## config.mk

```make
export PLATFORM = sky130hd
export DESIGN_NAME = scs_clock_switch
export DESIGN_NICKNAME = d
export VERILOG_FILES = /design/src/core/scs_pkg.sv /design/src/core/scs_osc_if.sv /design/src/core/scs_clock_switch.sv /design/src/core/scs_sync3.sv /design/src/core/scs_postscaler.sv
export SDC_FILE = /design/constraint.sdc
export NUM_CORES = 1
export LEC_CHECK = 0
export BUFFER_PORTS_ARGS = -buffer_cell sky130_fd_sc_hd__buf_2
export CAP_MARGIN = 10
export CORE_AREA = 3 3 105 107
export CTS_CLUSTER_DIAMETER = 80
export CTS_CLUSTER_SIZE = 30
export DETAILED_ROUTE_END_ITERATION = 6
export DIE_AREA = 0 0 108 110
export HOLD_SLACK_MARGIN = 0.15
export PLACE_DENSITY = 0.77
export SETUP_SLACK_MARGIN = 0.4
export SLEW_MARGIN = 10
export SYNTH_ARGS = -nofsm -noshare
export SYNTH_HDL_FRONTEND = slang
export SYNTH_SLANG_ARGS = --single-unit
```

## constraint.sdc

```tcl
create_clock -name pclk -period 4.1 [get_ports pclk]
set_input_delay 0.82 -clock pclk [delete_from_list [all_inputs] [get_ports pclk]]
set_output_delay 0.82 -clock pclk [all_outputs]
set_load 0.02 [all_outputs]
```

## src/core/scs_pkg.sv

```systemverilog
// constants, field layouts and state codes of the system clock switch
// assumes a single 100 MHz pclk domain; oscillator levels arrive on pins
//
// Contract
// - start-up delay when target oscillator is off
// - wait for falling edge of old clock
// - hold low until new clock rises
// - status updated before switch is finished; code latches it in UPDATE, as busy drops
// - same source change skips start-up delay
// - select 00 follows configuration oscillator bits
// - select 01 is reserved, keeps clock
// - select 1x uses internal block frequency
// - reset clears the clock source select
// - switch delay depends on target source
// - frequency field bits 6-3, reset 0111
// - duplicate, 31.25 kHz and LF codes
// - status bit 4 shows HF ready
// - status bit 1 shows LF ready
// - status bit 0 shows HF stable, driving
// - stable only within final frequency tolerance
package scs_pkg;

  // ---------------------------------------------------------------
  // timing
  // ---------------------------------------------------------------
  localparam int unsigned CLK_PERIOD_NS    = 10;
  localparam int unsigned HF_SWITCH_NS     = 2000;
  localparam logic [7:0]  HF_SWITCH_CYC    = 8'((HF_SWITCH_NS + CLK_PERIOD_NS - 1) / CLK_PERIOD_NS);
  localparam logic [1:0]  EXT_SWITCH_EDGES = 2'h2;
  localparam logic [1:0]  LF_SWITCH_EDGES  = 2'h1;

  // ---------------------------------------------------------------
  // register map
  // ---------------------------------------------------------------
  localparam int unsigned ADDR_W          = 8;
  localparam logic [7:0]  ADDR_CONTROL    = 8'h00;
  localparam logic [7:0]  ADDR_STATUS     = 8'h04;
  localparam logic [7:0]  ADDR_IRQ_STATUS = 8'h08;
  localparam logic [7:0]  ADDR_IRQ_MASK   = 8'h0c;

  // control fields
  localparam int unsigned FREQ_LSB   = 3;
  localparam int unsigned FREQ_MSB   = 6;
  localparam int unsigned SCS_LSB    = 0;
  localparam int unsigned SCS_MSB    = 1;
  localparam logic [3:0]  FREQ_RESET = 4'h7;
  localparam logic [1:0]  SCS_RESET  = 2'h0;
  localparam logic [1:0]  SCS_CONFIG = 2'h0;
  localparam logic [1:0]  SCS_RESVD  = 2'h1;
  localparam logic [1:0]  CFG_INTERNAL_OSC_BLOCK = 2'h0;

  // status fields
  localparam int unsigned STAT_HF_RDY_BIT    = 4;
  localparam int unsigned STAT_LF_RDY_BIT    = 1;
  localparam int unsigned STAT_HF_STABLE_BIT = 0;

  // interrupt fields
  localparam int unsigned IRQ_W               = 3;
  localparam int unsigned IRQ_SWITCH_DONE_BIT = 0;
  localparam int unsigned IRQ_HF_STABLE_BIT   = 1;
  localparam int unsigned IRQ_RESVD_SEL_BIT   = 2;
  localparam logic [2:0]  IRQ_RESET           = 3'h0;

  // ---------------------------------------------------------------
  // synchronised pin lanes and postscaler
  // ---------------------------------------------------------------
  localparam int unsigned SYNC_W      = 8;
  localparam int unsigned IDX_HF      = 0;
  localparam int unsigned IDX_LF      = 1;
  localparam int unsigned IDX_EXT     = 2;
  localparam int unsigned IDX_HF_RDY  = 3;
  localparam int unsigned IDX_HF_SET  = 4;
  localparam int unsigned IDX_LF_RDY  = 5;
  localparam int unsigned IDX_CFG_LSB = 6;
  localparam int unsigned POST_W      = 9;
  localparam logic [3:0]  RESET_EXP   = 4'h5;

  // ---------------------------------------------------------------
  // types
  // ---------------------------------------------------------------
  typedef enum logic [1:0] {
    SCS_SRC_HF  = 2'h0,
    SCS_SRC_LF  = 2'h1,
    SCS_SRC_EXT = 2'h2
  } scs_src_t;

  typedef enum logic [4:0] {
    SCS_ST_IDLE      = 5'b00001,
    SCS_ST_STARTUP   = 5'b00010,
    SCS_ST_WAIT_FALL = 5'b00100,
    SCS_ST_HOLD_LOW  = 5'b01000,
    SCS_ST_UPDATE    = 5'b10000
  } scs_state_t;

endpackage : scs_pkg

```

## src/core/scs_osc_if.sv

```systemverilog
// bundle of synchronised oscillator levels and postscaler count
// assumes all members live in the pclk domain
`timescale 1ns/10ps
interface scs_osc_if;
  logic [scs_pkg::SYNC_W-1:0] lvl;
  logic [scs_pkg::POST_W-1:0] div_cnt;

  modport sync_mp (output lvl);
  modport post_mp (input lvl, output div_cnt);
  modport core_mp (input lvl, input div_cnt);
endinterface : scs_osc_if

```

## src/core/scs_clock_switch.sv

```systemverilog
// system clock source select, glitch-free switch sequencer and apb registers
// assumes oscillator pins and ready flags are asynchronous; apb on pclk
`timescale 1ns/10ps
module scs_clock_switch (
  // clock and reset
  input  wire logic        pclk,
  input  wire logic        presetn,
  input  wire logic        clk_en,
  // apb slave
  input  wire logic        psel,
  input  wire logic        penable,
  input  wire logic        pwrite,
  input  wire logic [7:0]  paddr,
  input  wire logic [31:0] pwdata,
  output logic      [31:0] prdata,
  output logic             pready,
  output logic             pslverr,
  // oscillator pins
  input  wire logic        hf_osc_in,
  input  wire logic        lf_osc_in,
  input  wire logic        ext_clk_in,
  input  wire logic        hf_osc_running,
  input  wire logic        hf_osc_settled,
  input  wire logic        lf_osc_running,
  input  wire logic [1:0]  cfg_osc_select,
  // clock outputs
  output logic             sys_clk,
  output logic             hf_osc_enable,
  output logic             lf_osc_enable,
  output logic             switch_busy,
  output logic             irq
);

  // -----------------------------------------------------------------
  // pin synchronisers and postscaler
  // -----------------------------------------------------------------
  scs_osc_if osc ();
  logic [scs_pkg::SYNC_W-1:0] raw_pins;

  assign raw_pins = {cfg_osc_select, lf_osc_running, hf_osc_settled,
                     hf_osc_running, ext_clk_in, lf_osc_in, hf_osc_in};

  scs_sync3 #(.N(scs_pkg::SYNC_W)) u_sync (
    .pclk    (pclk),
    .presetn (presetn),
    .clk_en  (clk_en),
    .raw     (raw_pins),
    .osc     (osc.sync_mp)
  );

  scs_postscaler u_post (
    .pclk    (pclk),
    .presetn (presetn),
    .clk_en  (clk_en),
    .osc     (osc.post_mp)
  );

  logic       hf_rdy;
  logic       lf_rdy;
  logic       hf_set;
  logic [1:0] cfg_sel;

  assign hf_rdy  = osc.lvl[scs_pkg::IDX_HF_RDY];
  assign lf_rdy  = osc.lvl[scs_pkg::IDX_LF_RDY];
  assign hf_set  = osc.lvl[scs_pkg::IDX_HF_SET];
  assign cfg_sel = osc.lvl[scs_pkg::IDX_CFG_LSB+1:scs_pkg::IDX_CFG_LSB];

  // -----------------------------------------------------------------
  // helpers
  // -----------------------------------------------------------------
  // divide exponent of HF for each internal frequency code
  function automatic logic [3:0] freq_exp(input logic [3:0] code);
    case (code)
      4'hf:    freq_exp = 4'h0; // 16 MHz
      4'he:    freq_exp = 4'h1;
      4'hd:    freq_exp = 4'h2;
      4'hc:    freq_exp = 4'h3;
      4'hb:    freq_exp = 4'h4; // 1 MHz
      4'ha:    freq_exp = 4'h5; // 500 kHz duplicate
      4'h9:    freq_exp = 4'h6;
      4'h8:    freq_exp = 4'h7;
      4'h7:    freq_exp = 4'h5; // 500 kHz
      4'h6:    freq_exp = 4'h6;
      4'h5:    freq_exp = 4'h7;
      4'h4:    freq_exp = 4'h8; // 62.5 kHz
      default: freq_exp = 4'h9; // 31.25 kHz
    endcase
  endfunction : freq_exp

  // level of a source at a given divide exponent
  function automatic logic src_level(input scs_pkg::scs_src_t src, input logic [3:0] e,
                                     input logic [scs_pkg::SYNC_W-1:0] l,
                                     input logic [scs_pkg::POST_W-1:0] d);
    logic [3:0] idx;
    idx = e - 4'h1;
    case (src)
      scs_pkg::SCS_SRC_EXT: src_level = l[scs_pkg::IDX_EXT];
      scs_pkg::SCS_SRC_LF:  src_level = l[scs_pkg::IDX_LF];
      default:              src_level = (e == 4'h0) ? l[scs_pkg::IDX_HF] : d[idx];
    endcase
  endfunction : src_level

  // -----------------------------------------------------------------
  // registers and state
  // -----------------------------------------------------------------
  logic [3:0]             ctrl_freq;
  logic [1:0]             ctrl_scs;
  logic [scs_pkg::IRQ_W-1:0] irq_status;
  logic [scs_pkg::IRQ_W-1:0] irq_mask;
  logic [scs_pkg::IRQ_W-1:0] irq_snap;
  scs_pkg::scs_state_t    state;
  scs_pkg::scs_src_t      act_src;
  logic [3:0]             act_exp;
  scs_pkg::scs_src_t      tgt_src;
  logic [3:0]             tgt_exp;
  logic [7:0]             wait_cnt;
  logic [1:0]             edge_cnt;
  logic                   cur_prev;
  logic                   new_prev;
  logic                   stat_hf_rdy;
  logic                   stat_lf_rdy;
  logic                   stat_hf_stable;

  logic [3:0]             next_ctrl_freq;
  logic [1:0]             next_ctrl_scs;
  logic [scs_pkg::IRQ_W-1:0] next_irq_status;
  logic [scs_pkg::IRQ_W-1:0] next_irq_mask;
  logic [scs_pkg::IRQ_W-1:0] next_irq_snap;
  logic [31:0]            next_prdata;
  scs_pkg::scs_state_t    next_state;
  scs_pkg::scs_src_t      next_act_src;
  logic [3:0]             next_act_exp;
  scs_pkg::scs_src_t      next_tgt_src;
  logic [3:0]             next_tgt_exp;
  logic [7:0]             next_wait_cnt;
  logic [1:0]             next_edge_cnt;
  logic                   next_sys_clk;
  logic                   next_hf_en;
  logic                   next_lf_en;
  logic                   next_stat_hf_rdy;
  logic                   next_stat_lf_rdy;
  logic                   next_stat_hf_stable;

  // -----------------------------------------------------------------
  // requested source decode
  // -----------------------------------------------------------------
  scs_pkg::scs_src_t want_src;
  logic [3:0]        want_exp;
  logic              int_lf;
  logic              need_switch;
  logic              cur_lvl;
  logic              new_lvl;
  logic              want_rdy;

  // internal block: codes 000x pick LF, everything else is postscaled HF
  always_comb begin
    int_lf   = (ctrl_freq[3:1] == 3'h0);
    want_src = act_src;
    want_exp = act_exp;
    if (ctrl_scs[1]) begin
      want_src = int_lf ? scs_pkg::SCS_SRC_LF : scs_pkg::SCS_SRC_HF;
      want_exp = int_lf ? 4'h0 : freq_exp(ctrl_freq);
    end else if (ctrl_scs == scs_pkg::SCS_CONFIG) begin
      if (cfg_sel == scs_pkg::CFG_INTERNAL_OSC_BLOCK) begin
        want_src = int_lf ? scs_pkg::SCS_SRC_LF : scs_pkg::SCS_SRC_HF;
        want_exp = int_lf ? 4'h0 : freq_exp(ctrl_freq);
      end else begin
        want_src = scs_pkg::SCS_SRC_EXT;
        want_exp = 4'h0;
      end
    end
    // reserved select leaves want equal to active, so nothing moves
    need_switch = (want_src != act_src) || (want_exp != act_exp);
    case (want_src)
      scs_pkg::SCS_SRC_HF: want_rdy = hf_rdy;
      scs_pkg::SCS_SRC_LF: want_rdy = lf_rdy;
      default:             want_rdy = 1'b1;
    endcase
    cur_lvl = src_level(act_src, act_exp, osc.lvl, osc.div_cnt);
    new_lvl = src_level(tgt_src, tgt_exp, osc.lvl, osc.div_cnt);
  end

  // -----------------------------------------------------------------
  // switch sequencer
  // -----------------------------------------------------------------
  logic       tgt_rdy;
  logic [1:0] need_edges;
  logic       startup_done;
  logic       switch_done;

  always_comb begin
    case (tgt_src)
      scs_pkg::SCS_SRC_HF: tgt_rdy = hf_rdy;
      scs_pkg::SCS_SRC_LF: tgt_rdy = lf_rdy;
      default:             tgt_rdy = 1'b1;
    endcase
    case (tgt_src)
      scs_pkg::SCS_SRC_EXT: need_edges = scs_pkg::EXT_SWITCH_EDGES;
      scs_pkg::SCS_SRC_LF:  need_edges = scs_pkg::LF_SWITCH_EDGES;
      default:              need_edges = 2'h0;
    endcase
    // HF needs its settle time, LF and external need new-clock edges
    startup_done = tgt_rdy && (edge_cnt >= need_edges) &&
                   ((tgt_src != scs_pkg::SCS_SRC_HF) || (wait_cnt >= scs_pkg::HF_SWITCH_CYC));
    next_state    = state;
    next_act_src  = act_src;
    next_act_exp  = act_exp;
    next_tgt_src  = tgt_src;
    next_tgt_exp  = tgt_exp;
    next_wait_cnt = wait_cnt;
    next_edge_cnt = edge_cnt;
    next_sys_clk  = cur_lvl;
    switch_done   = 1'b0;
    case (state)
      scs_pkg::SCS_ST_IDLE: begin
        if (need_switch) begin
          next_tgt_src  = want_src;
          next_tgt_exp  = want_exp;
          next_wait_cnt = 8'h00;
          next_edge_cnt = 2'h0;
          // a change within the same running source skips the start-up wait
          if ((want_src != act_src) || !want_rdy) begin
            next_state = scs_pkg::SCS_ST_STARTUP;
          end else begin
            next_state = scs_pkg::SCS_ST_WAIT_FALL;
          end
        end
      end
      scs_pkg::SCS_ST_STARTUP: begin
        if (tgt_rdy && (wait_cnt != 8'hff)) begin
          next_wait_cnt = wait_cnt + 8'h01;
        end
        if (tgt_rdy && new_lvl && !new_prev && (edge_cnt != 2'h3)) begin
          next_edge_cnt = edge_cnt + 2'h1;
        end
        if (startup_done) begin
          next_state = scs_pkg::SCS_ST_WAIT_FALL;
        end
      end
      scs_pkg::SCS_ST_WAIT_FALL: begin
        // old clock keeps its full high phase until it falls itself
        if (cur_prev && !cur_lvl) begin
          next_state = scs_pkg::SCS_ST_HOLD_LOW;
        end
      end
      scs_pkg::SCS_ST_HOLD_LOW: begin
        next_sys_clk = 1'b0;
        // only a fresh rising edge hands over, so the high phase is whole
        if (new_lvl && !new_prev) begin
          next_sys_clk = 1'b1;
          next_act_src = tgt_src;
          next_act_exp = tgt_exp;
          next_state   = scs_pkg::SCS_ST_UPDATE;
        end
      end
      scs_pkg::SCS_ST_UPDATE: begin
        next_sys_clk = new_lvl;
        switch_done  = 1'b1;
        next_state   = scs_pkg::SCS_ST_IDLE;
      end
      default: begin
        next_state = scs_pkg::SCS_ST_IDLE;
      end
    endcase
    next_hf_en = (next_act_src == scs_pkg::SCS_SRC_HF) ||
                 ((next_state != scs_pkg::SCS_ST_IDLE) && (next_tgt_src == scs_pkg::SCS_SRC_HF));
    next_lf_en = (next_act_src == scs_pkg::SCS_SRC_LF) ||
                 ((next_state != scs_pkg::SCS_ST_IDLE) && (next_tgt_src == scs_pkg::SCS_SRC_LF));
  end

  // -----------------------------------------------------------------
  // oscillator status
  // -----------------------------------------------------------------
  // frozen mid-switch so software never sees a half-done handover
  always_comb begin
    next_stat_hf_rdy    = stat_hf_rdy;
    next_stat_lf_rdy    = stat_lf_rdy;
    next_stat_hf_stable = stat_hf_stable;
    if ((state == scs_pkg::SCS_ST_IDLE) || (state == scs_pkg::SCS_ST_UPDATE)) begin
      next_stat_hf_rdy    = hf_rdy;
      next_stat_lf_rdy    = lf_rdy;
      // settled pin means within tolerance of the final frequency
      next_stat_hf_stable = hf_rdy && hf_set && (act_src == scs_pkg::SCS_SRC_HF);
    end
  end

  // -----------------------------------------------------------------
  // apb slave
  // -----------------------------------------------------------------
  logic        setup;
  logic        access;
  logic        mapped;
  logic [31:0] rd_word;
  logic [scs_pkg::IRQ_W-1:0] events;

  assign pready  = clk_en; // a frozen block stalls the bus
  assign access  = psel && penable && clk_en;
  assign setup   = psel && !penable;
  assign pslverr = psel && penable && !mapped;

  // address decode and read mux
  always_comb begin
    mapped  = 1'b1;
    rd_word = 32'h0000_0000;
    if (paddr == scs_pkg::ADDR_CONTROL) begin
      rd_word[scs_pkg::FREQ_MSB:scs_pkg::FREQ_LSB] = ctrl_freq;
      rd_word[scs_pkg::SCS_MSB:scs_pkg::SCS_LSB]   = ctrl_scs;
    end else if (paddr == scs_pkg::ADDR_STATUS) begin
      rd_word[scs_pkg::STAT_HF_RDY_BIT]    = stat_hf_rdy;
      rd_word[scs_pkg::STAT_LF_RDY_BIT]    = stat_lf_rdy;
      rd_word[scs_pkg::STAT_HF_STABLE_BIT] = stat_hf_stable;
    end else if (paddr == scs_pkg::ADDR_IRQ_STATUS) begin
      rd_word[scs_pkg::IRQ_W-1:0] = irq_status;
    end else if (paddr == scs_pkg::ADDR_IRQ_MASK) begin
      rd_word[scs_pkg::IRQ_W-1:0] = irq_mask;
    end else begin
      mapped = 1'b0;
    end
  end

  // register writes, read capture and sticky events
  always_comb begin
    next_ctrl_freq = ctrl_freq;
    next_ctrl_scs  = ctrl_scs;
    next_irq_mask  = irq_mask;
    next_irq_snap  = irq_snap;
    next_prdata    = prdata;
    events         = '0;
    if (setup) begin
      next_prdata   = pwrite ? 32'h0000_0000 : rd_word;
      next_irq_snap = (!pwrite && (paddr == scs_pkg::ADDR_IRQ_STATUS)) ? irq_status : '0;
    end
    if (access && pwrite) begin
      if (paddr == scs_pkg::ADDR_CONTROL) begin
        next_ctrl_freq = pwdata[scs_pkg::FREQ_MSB:scs_pkg::FREQ_LSB];
        next_ctrl_scs  = pwdata[scs_pkg::SCS_MSB:scs_pkg::SCS_LSB];
        events[scs_pkg::IRQ_RESVD_SEL_BIT] =
          (pwdata[scs_pkg::SCS_MSB:scs_pkg::SCS_LSB] == scs_pkg::SCS_RESVD);
      end else if (paddr == scs_pkg::ADDR_IRQ_MASK) begin
        next_irq_mask = pwdata[scs_pkg::IRQ_W-1:0];
      end
    end
    events[scs_pkg::IRQ_SWITCH_DONE_BIT] = switch_done;
    events[scs_pkg::IRQ_HF_STABLE_BIT]   = next_stat_hf_stable && !stat_hf_stable;
    // clear only what the read returned; a new event always wins
    next_irq_status = irq_status;
    if (access && !pwrite && (paddr == scs_pkg::ADDR_IRQ_STATUS)) begin
      next_irq_status = irq_status & ~irq_snap;
    end
    next_irq_status = next_irq_status | events;
  end

  assign irq         = |(irq_status & irq_mask);
  assign switch_busy = (state != scs_pkg::SCS_ST_IDLE);

  // -----------------------------------------------------------------
  // state registers
  // -----------------------------------------------------------------
  always_ff @(posedge pclk or negedge presetn) begin
    if (!presetn) begin
      ctrl_freq      <= scs_pkg::FREQ_RESET;
      ctrl_scs       <= scs_pkg::SCS_RESET;
      irq_status     <= scs_pkg::IRQ_RESET;
      irq_mask       <= scs_pkg::IRQ_RESET;
      irq_snap       <= scs_pkg::IRQ_RESET;
      prdata         <= 32'h0000_0000;
      state          <= scs_pkg::SCS_ST_IDLE;
      act_src        <= scs_pkg::SCS_SRC_HF;
      act_exp        <= scs_pkg::RESET_EXP;
      tgt_src        <= scs_pkg::SCS_SRC_HF;
      tgt_exp        <= scs_pkg::RESET_EXP;
      wait_cnt       <= 8'h00;
      edge_cnt       <= 2'h0;
      cur_prev       <= 1'b0;
      new_prev       <= 1'b0;
      sys_clk        <= 1'b0;
      hf_osc_enable  <= 1'b1;
      lf_osc_enable  <= 1'b0;
      stat_hf_rdy    <= 1'b0;
      stat_lf_rdy    <= 1'b0;
      stat_hf_stable <= 1'b0;
    end else if (clk_en) begin
      ctrl_freq      <= next_ctrl_freq;
      ctrl_scs       <= next_ctrl_scs;
      irq_status     <= next_irq_status;
      irq_mask       <= next_irq_mask;
      irq_snap       <= next_irq_snap;
      prdata         <= next_prdata;
      state          <= next_state;
      act_src        <= next_act_src;
      act_exp        <= next_act_exp;
      tgt_src        <= next_tgt_src;
      tgt_exp        <= next_tgt_exp;
      wait_cnt       <= next_wait_cnt;
      edge_cnt       <= next_edge_cnt;
      cur_prev       <= cur_lvl;
      new_prev       <= new_lvl;
      sys_clk        <= next_sys_clk;
      hf_osc_enable  <= next_hf_en;
      lf_osc_enable  <= next_lf_en;
      stat_hf_rdy    <= next_stat_hf_rdy;
      stat_lf_rdy    <= next_stat_lf_rdy;
      stat_hf_stable <= next_stat_hf_stable;
    end
  end

endmodule : scs_clock_switch

```

## src/core/scs_sync3.sv

```systemverilog
// three-stage pin synchroniser with agreement filter
// assumes raw inputs are asynchronous to pclk
`timescale 1ns/10ps
module scs_sync3 #(
  parameter int unsigned N = scs_pkg::SYNC_W
) (
  // clock and reset
  input  wire logic         pclk,
  input  wire logic         presetn,
  input  wire logic         clk_en,
  // pins
  input  wire logic [N-1:0] raw,
  // synchronised levels
  scs_osc_if.sync_mp        osc
);
  logic [N-1:0] s1;
  logic [N-1:0] s2;
  logic [N-1:0] s3;
  logic [N-1:0] q;
  logic [N-1:0] next_q;

  // a lane changes only once stages two and three agree
  always_comb begin
    next_q = (~(s2 ^ s3) & s3) | ((s2 ^ s3) & q);
  end

  // s1 is seen by s2 only, never by the filter
  always_ff @(posedge pclk or negedge presetn) begin
    if (!presetn) begin
      s1 <= '0;
      s2 <= '0;
      s3 <= '0;
      q  <= '0;
    end else if (clk_en) begin
      s1 <= raw;
      s2 <= s1;
      s3 <= s2;
      q  <= next_q;
    end
  end

  assign osc.lvl = q;
endmodule : scs_sync3

```

## src/core/scs_postscaler.sv

```systemverilog
// postscaler counting rising edges of the synchronised HF level
// assumes HF is well below half the pclk rate
`timescale 1ns/10ps
module scs_postscaler (
  // clock and reset
  input  wire logic  pclk,
  input  wire logic  presetn,
  input  wire logic  clk_en,
  // oscillator bundle
  scs_osc_if.post_mp osc
);
  logic                       hf_prev;
  logic [scs_pkg::POST_W-1:0] cnt;
  logic [scs_pkg::POST_W-1:0] next_cnt;

  // bit k of the count is HF divided by 2^(k+1)
  always_comb begin
    next_cnt = cnt;
    if (osc.lvl[scs_pkg::IDX_HF] && !hf_prev) begin
      next_cnt = cnt + 1'b1;
    end
  end

  always_ff @(posedge pclk or negedge presetn) begin
    if (!presetn) begin
      hf_prev <= 1'b0;
      cnt     <= '0;
    end else if (clk_en) begin
      hf_prev <= osc.lvl[scs_pkg::IDX_HF];
      cnt     <= next_cnt;
    end
  end

  assign osc.div_cnt = cnt;
endmodule : scs_postscaler

```

==> parameters.txt, run 1 <==
Parameter                              Value

Place
  Port-buffer cells    42
  Routability congestion estimate from global placement    just under 0.9
  Dpl hpwl    just over 8 mm

Critical path
  Highest fanout seen on the critical path    11
  Crit path max-delay family    multiplexers
  WS Path Type    reg -> reg
  Endpoint kind of the worst setup timing path    flop
  Cell with the largest stage delay on the worst path    dfstp_2
  Crit path cell chain    inv_1 -> ha_1 -> mux4_2 -> mux2i_1 -> and3_1 -> a211oi_4 -> nand3_1 -> mux2_1
  Required arrival time at the worst endpoint    approximately 4.4 ns
  Arrival time reported for the critical path endpoint    roughly 3.4 ns
  Register-to-Register Setup Slack    between 1 and 1.5 ns
  Crit path buffers/inverters    1
  Startpoint types    flop
  CP peak stage delay    around 0.6 ns

Detailed routing
  Wire per inst    ~15 um
  Drt pass-1 iters    5
  Via Count    4099
  Antenna violation net count after detailed routing    0
  Detailed-route vias per instance    roughly 5.7
  Wire length after detailed routing    roughly 11 mm
  Violation count after the first detailed-route iteration    between 300 and 400
  DRC Markers    0

Timing
  Fmax    roughly 330 MHz
  Hold Violations, Final    0
  Total negative setup slack    0 ns
  Unrepaired setup endpoints after global routing    no
  Slew at the pin closest to its max-slew limit    roughly 0.75 ns
  Headroom to the max-slew limit    between 40% and 50%
  Final setup violation count    0
  Share of the cycle needed by the critical path after routing    about three quarters
  Worst setup skew after layout    0.0203 ns
  Number of max-slew violations in the final report    0
  Post-layout min period    between 3 and 4 ns

Logic synthesis
  Number of storage elements in the synthesis netlist    slightly below 100
  Post-synthesis async set-or-reset flop share    between 90% and 100%
  Yosys warning total    0
  Instance count of the mapped netlist    about 550
  Leading register cell type out of synthesis    dfrtp_1
  Mean Syn Cell Area    between 10 and 15 um2
  Number of library cell types mapped by synthesis    67
  Number of synthesized flops with an enable pin    0
  Netlist area before placement    between 5000 and 6000 um2
  Portion of the post-synthesis area used by sequential elements    between 40% and 50%

Floorplanning
  Area of the die    about 12000 um2
  Die Y    around 110 um
  Top-level I/O count    93
  Count of standard-cell rows    37
  Die X-Extent    approximately 110 um
  Core region area    roughly 10000 um2
  Initial standard-cell utilization of the core    54.2%

Clock tree
  Number of clock buffers inserted by TritonCTS    9
  Cell chosen for the clock root    clkbuf_8
  Worst skew pair latency    0.38 ns
  Cells resized by post-CTS repair    0
  H-tree levels    3
  Post-CTS setup buffer count    0
  TritonCTS clock tree    done
  Num Clock Sinks    99
  Clock Path Buffers    2
  Number of hold-repair buffers added at the cts stage    0
  Worst-path clk slew    around 0.11 ns

Power
  Static power due to leakage    around 2.7 nW
  Power Total    between 0.003 and 0.004 W
  Cell Pwr Density    549 nW/um2
  Peak supply drop    0.000281 V

Global routing
  Total GRT Usage    19.9%
  Pin count of the biggest net entering global routing    43
  Met3 Usage GRT    roughly 2.9%
  First-pass GRT wire length    between 15 and 20 mm
  Global-route met1 utilization    between 20% and 30%
  Met2 Resource Use GR    about a third
  Overall overflow remaining after global route    0
  Number of antenna violations at the first check in global routing    0
  Most congested layer reported by global routing    met2
  Via count of the first global-routing pass    between 3000 and 4000

Outcome
  Outcome    finished clean

Finish
  Utilization of the core after routing    about three fifths
  Number of nets in the layout    653
  Most common library cell in the layout ignoring fill and taps    dfrtp_1
  Fraction of layout instances using a drive strength above 1    approximately a fifth
  Highest-count cells in the layout ignoring fill and taps    dfrtp_1, nand2_1, o21ai_0
  Layout filler cell count    876
  Count of antenna diodes in the layout    0
  Synthesis-to-layout area growth    7.97%

Min path
  Path class of the lowest-slack min-delay path    in -> async

Run
  Max cap viols    0
area by class of cell:
type / instances / area (um2) / share of cell area, %
well taps: 136 / 170 / 2.84
clock buffers: 11 / 131 / 2.20
clock inverters: 5 / 86.3 / 1.44
flip-flops and latches: 99 / 2490 / 41.6
multi-input cells: 388 / 2720 / 45.5
inverters: 38 / 143 / 2.38
repair buffers: 46 / 243 / 4.06
per-layer routing:
| metal | wire (um) | share of wire (%) |
|---|---|---|
| met1 | 4930 | 45 |
| met5 | 0 | 0 |
| met2 | 5310 | 48 |
| met3 | 555 | 5.0 |
| met4 | 242 | 2.2 |
state kept, by name, indices dropped and copies added (netlist names), 3 cells and up, named ones only:
name	count
act_exp	4
ctrl_freq	4
irq_mask	3
irq_snap	3
irq_status	3
prdata	7
state	5
tgt_exp	4
u_post.osc.div_cnt	9
u_sync.s1	8
u_sync.s2	8
u_sync.s3	8
wait_cnt	8
Yosys cell counts, types with 8 or more instances:
| library cell | instances | area [um2] |
|---|---|---|
| nor3b_1 | 8 | 60.1 |
| ha_1 | 17 | 213 |
| inv_1 | 37 | 139 |
| nand3_1 | 14 | 70.1 |
| o21ai_0 | 48 | 240 |
| xnor2_1 | 9 | 78.8 |
| nand2_1 | 49 | 184 |
| mux2i_1 | 13 | 130 |
| dfrtp_1 | 90 | 2250 |
| dfstp_2 | 9 | 236 |
| and3_1 | 9 | 56.3 |
| a21oi_1 | 22 | 110 |
| clkbuf_1 | 12 | 45.0 |
| nor2_1 | 22 | 82.6 |
| buf_4 | 26 | 195 |
| mux2_2 | 34 | 383 |
stage by stage:
| stage | instances | setup WS (ns) | area, um2 | hold WS, ns |
|---|---|---|---|---|
| CTS | 723 | 1.05 | 5980 | 0.391 |
| finish | 723 | 1.04 | 5980 | 0.389 |
| floorplan | 570 | 1.41 | 5630 | 0.449 |
| detailed placement | 707 | 1.07 | 5770 | 0.467 |
| global route | 723 | 0.894 | 5980 | 0.415 |
| global placement | 707 | 1.14 | 5770 | 0.457 |
power by group:
part	leakage [nW]	internal (W)	switching [W]	total, W
clock network	0.108	0.000349	0.000341	0.000690
logic	1.37	0.000501	0.000661	0.00116
registers	1.24	0.00119	0.000241	0.00144
logic make-up (layout without fill, tap and decap cells):
family / count (synthesis) / count (layout) / share of synthesized area, %
xor+xnor: 13 / 13 / 2.05
other cells: 1 / 25 / 0.0677
fa+ha+maj: 17 / 17 / 3.84
compound gates: 133 / 133 / 16.1
flops: 99 / 99 / 44.9
mux: 55 / 55 / 11.8
simple gates: 145 / 145 / 13.6
buf+inv: 83 / 100 / 7.61
final timing paths:
path,startpoint,cells after the start,to
worst min-delay path,presetn,1,wait_cnt[5]
max in group asynchronous,presetn,2,act_exp[0]
min in group pclk,prdata[0],2,prdata[0]
worst max-delay path,tgt_exp[0],8,act_exp[2]
worst min register to register,prdata[0],2,prdata[0]
worst max register to register,tgt_exp[0],8,act_exp[2]
Note: power is estimated with default switching activity, not from simulation.
==> run 2: changes to the inputs <==
Settings changed: CORE_AREA 3 3 105 107 to 3 3 109 111, DIE_AREA 0 0 108 110 to 0 0 112 114, PLACE_DENSITY 0.77 to 0.75.
Clock period 4.1 ns to 2.7 ns, I/O delays scaled along.
==> run 2 against run 1 <==
  * Non-clock buffer count increased by 45
  * Worst hold slack got worse by 0.22 ns
  * Design area increased by 13%
  * Wire length increased by 16%
  * Fmax increased by 16%
  * Register-to-register slack got worse by 0.97 ns
  * Setup slack got worse by 0.97 ns
  * Critical endpoint is now hf_osc_enable
  * Largest power group is now combinational logic
  * Highest routed layer unchanged
==> parameters.txt, run 2 (same netlist as run 1, synthesis figures left out) <==
Parameter                              Value

Power
  Cell Pwr Density    894 nW/um2
  Static power due to leakage    around 3.0 nW
  Peak supply drop    around 0.00050 V

Critical path
  Critical path depth in cells    11
  Startpoint types    flop
  Crit path buffers/inverters    3
  Crit path cell chain    inv_2 -> ha_4 -> mux4_2 -> mux2i_1 -> and3_4 -> a211oi_4 -> buf_6 -> buf_6 -> a211oi_1 -> a41oi_1 -> o221ai_2
  R2r worst-path depth    11
  Endpoint kind of the worst setup timing path    flop
  Worst setup startpoint    tgt_exp[0]
  WS Path Type    reg -> reg
  Required arrival time at the worst endpoint    approximately 3 ns
  Worst r2r dst    hf_osc_enable
  FF-to-FF Start    tgt_exp[0]
  Cell with the most instances on the worst path    buf_6
  Register-to-Register Setup Slack    just under 0.07 ns
  Highest fanout seen on the critical path    5
  Crit path max-delay family    multiplexers
  CP peak stage delay    0.55 ns
  Cell with the largest stage delay on the worst path    dfstp_2
  Arrival time reported for the critical path endpoint    ~2.9 ns

Place
  Port-buffer cells    between 40 and 50
  Dpl hpwl    between 8 and 9 mm
  Routability congestion estimate from global placement    between 0.8 and 0.9

Global routing
  Number of antenna violations at the first check in global routing    0
  Via count of the first global-routing pass    roughly 4300
  Pin count of the biggest net entering global routing    47
  First-pass GRT wire length    about 20 mm
  Total GRT Usage    19.3%
  Overall overflow remaining after global route    0

Timing
  Hold Violations, Final    0
  Fmax    around 380 MHz
  Worst setup skew after layout    approximately 0.010 ns
  Number of max-slew violations in the final report    0
  Share of the cycle needed by the critical path after routing    about 100%
  Headroom to the max-slew limit    between 50 and 60%
  Post-layout min period    approximately 2.6 ns
  Slew at the pin closest to its max-slew limit    roughly 0.7 ns
  Unrepaired setup endpoints after global routing    yes
  Final setup violation count    0
  Total negative setup slack    0 ns

Outcome
  Outcome    finished clean

Clock tree
  Worst skew pair latency    0.37 ns
  H-tree levels    3
  Cell chosen for the clock root    clkbuf_8
  Number of clock buffers inserted by TritonCTS    9
  Number of hold-repair buffers added at the cts stage    0
  Clock Path Buffers    2
  Worst-path clk slew    approximately 0.10 ns
  Num Clock Sinks    a little under 100
  TritonCTS clock tree    done

Floorplanning
  Count of standard-cell rows    38
  Die X-Extent    roughly 110 um
  Core region area    between 10000 and 15000 um2
  Die Y    between 100 and 150 um
  Initial standard-cell utilization of the core    roughly half
  Top-level I/O count    just over 90
  Area of the die    12800 um2

Detailed routing
  Wire per inst    between 15 and 20 um
  Drt pass-1 iters    4
  Detailed-route vias per instance    around 5.7
  Violation count after the first detailed-route iteration    about 300
  Wire length after detailed routing    around 13 mm
  Via Count    4400
  Antenna violation net count after detailed routing    0
  DRC Markers    0

Finish
  Count of antenna diodes in the layout    0
  Highest-count cells in the layout ignoring fill and taps    dfrtp_1, nand2_1, buf_2
  Synthesis-to-layout area growth    22.1%
  Number of nets in the layout    ~700
  Largest register FFs    9
  Utilization of the core after routing    between 60% and 70%
  Most common library cell in the layout ignoring fill and taps    dfrtp_1
  Fraction of layout instances using a drive strength above 1    about a third

Run
  Max cap viols    0

Min path
  Path class of the lowest-slack min-delay path    in -> async
-- run 2: final cells by class --
class / instances / area (um2)
Clock buffer: 9 / 124
Inverter: 38 / 146
Clock inverter: 7 / 98.8
Fill cell: 852 / 4120
Timing Repair Buffer: 91 / 677
Tap cell: 140 / 175
Sequential cell: 99 / 2490
Multi-Input combinational cell: 388 / 3060
-- run 2: through the flow --
stage          area [um2]  hold slack (ns)  total power [W]  instances  setup slack (ns)
5_1_grt              6770            0.186          0.00637        772           -0.0429
4_1_cts              6450            0.175          0.00556        761             0.187
2_1_floorplan        5710            0.244          0.00359        570             0.211
3_3_place_gp         6040            0.463          0.00416        737             0.176
3_5_place_dp         6040            0.469          0.00425        737            0.0911
6_report             6770            0.164          0.00605        772            0.0673
-- run 2: routing by layer --
layer,global-route usage (%),wire (um)
met4,8.49,277
met5,0,0
met1,24.6,5480
met3,2.49,544
met2,33.1,6500
-- run 2: worst max path at each step --
stage          slack [ns]             to
5_1_grt             -0.04  hf_osc_enable
3_5_place_dp         0.09  hf_osc_enable
6_report             0.07  hf_osc_enable
2_1_floorplan        0.21     tgt_src[0]
4_1_cts              0.19  hf_osc_enable
3_3_place_gp         0.18     tgt_src[0]
-- run 2: worst reg2reg max path, delay by kind of cell (launching register included) --
family | cells | cell delay [ns]
DFF | 1 | 0.55
muxes | 2 | 0.64
and+or+nand+nor | 1 | 0.22
adders and majority gates | 1 | 0.27
buffers and inverters | 3 | 0.33
AOI/OAI and AO/OA | 4 | 0.57
-- run 2: power breakdown --
| part | internal, W | total (W) | switching (W) |
|---|---|---|---|
| Clock | 0.000530 | 0.00108 | 0.000545 |
| Sequential | 0.00181 | 0.00223 | 0.000418 |
| Combinational | 0.00135 | 0.00274 | 0.00139 |
| Total | 0.00369 | 0.00605 | 0.00236 |
-- run 2: repair_timing --
action | 4_1_cts | 5_1_grt
pin swaps | 13 | 14
resized for setup | 29 | 51
setup buffers | 8 | 11
setup endpoints to repair | 31 | 33
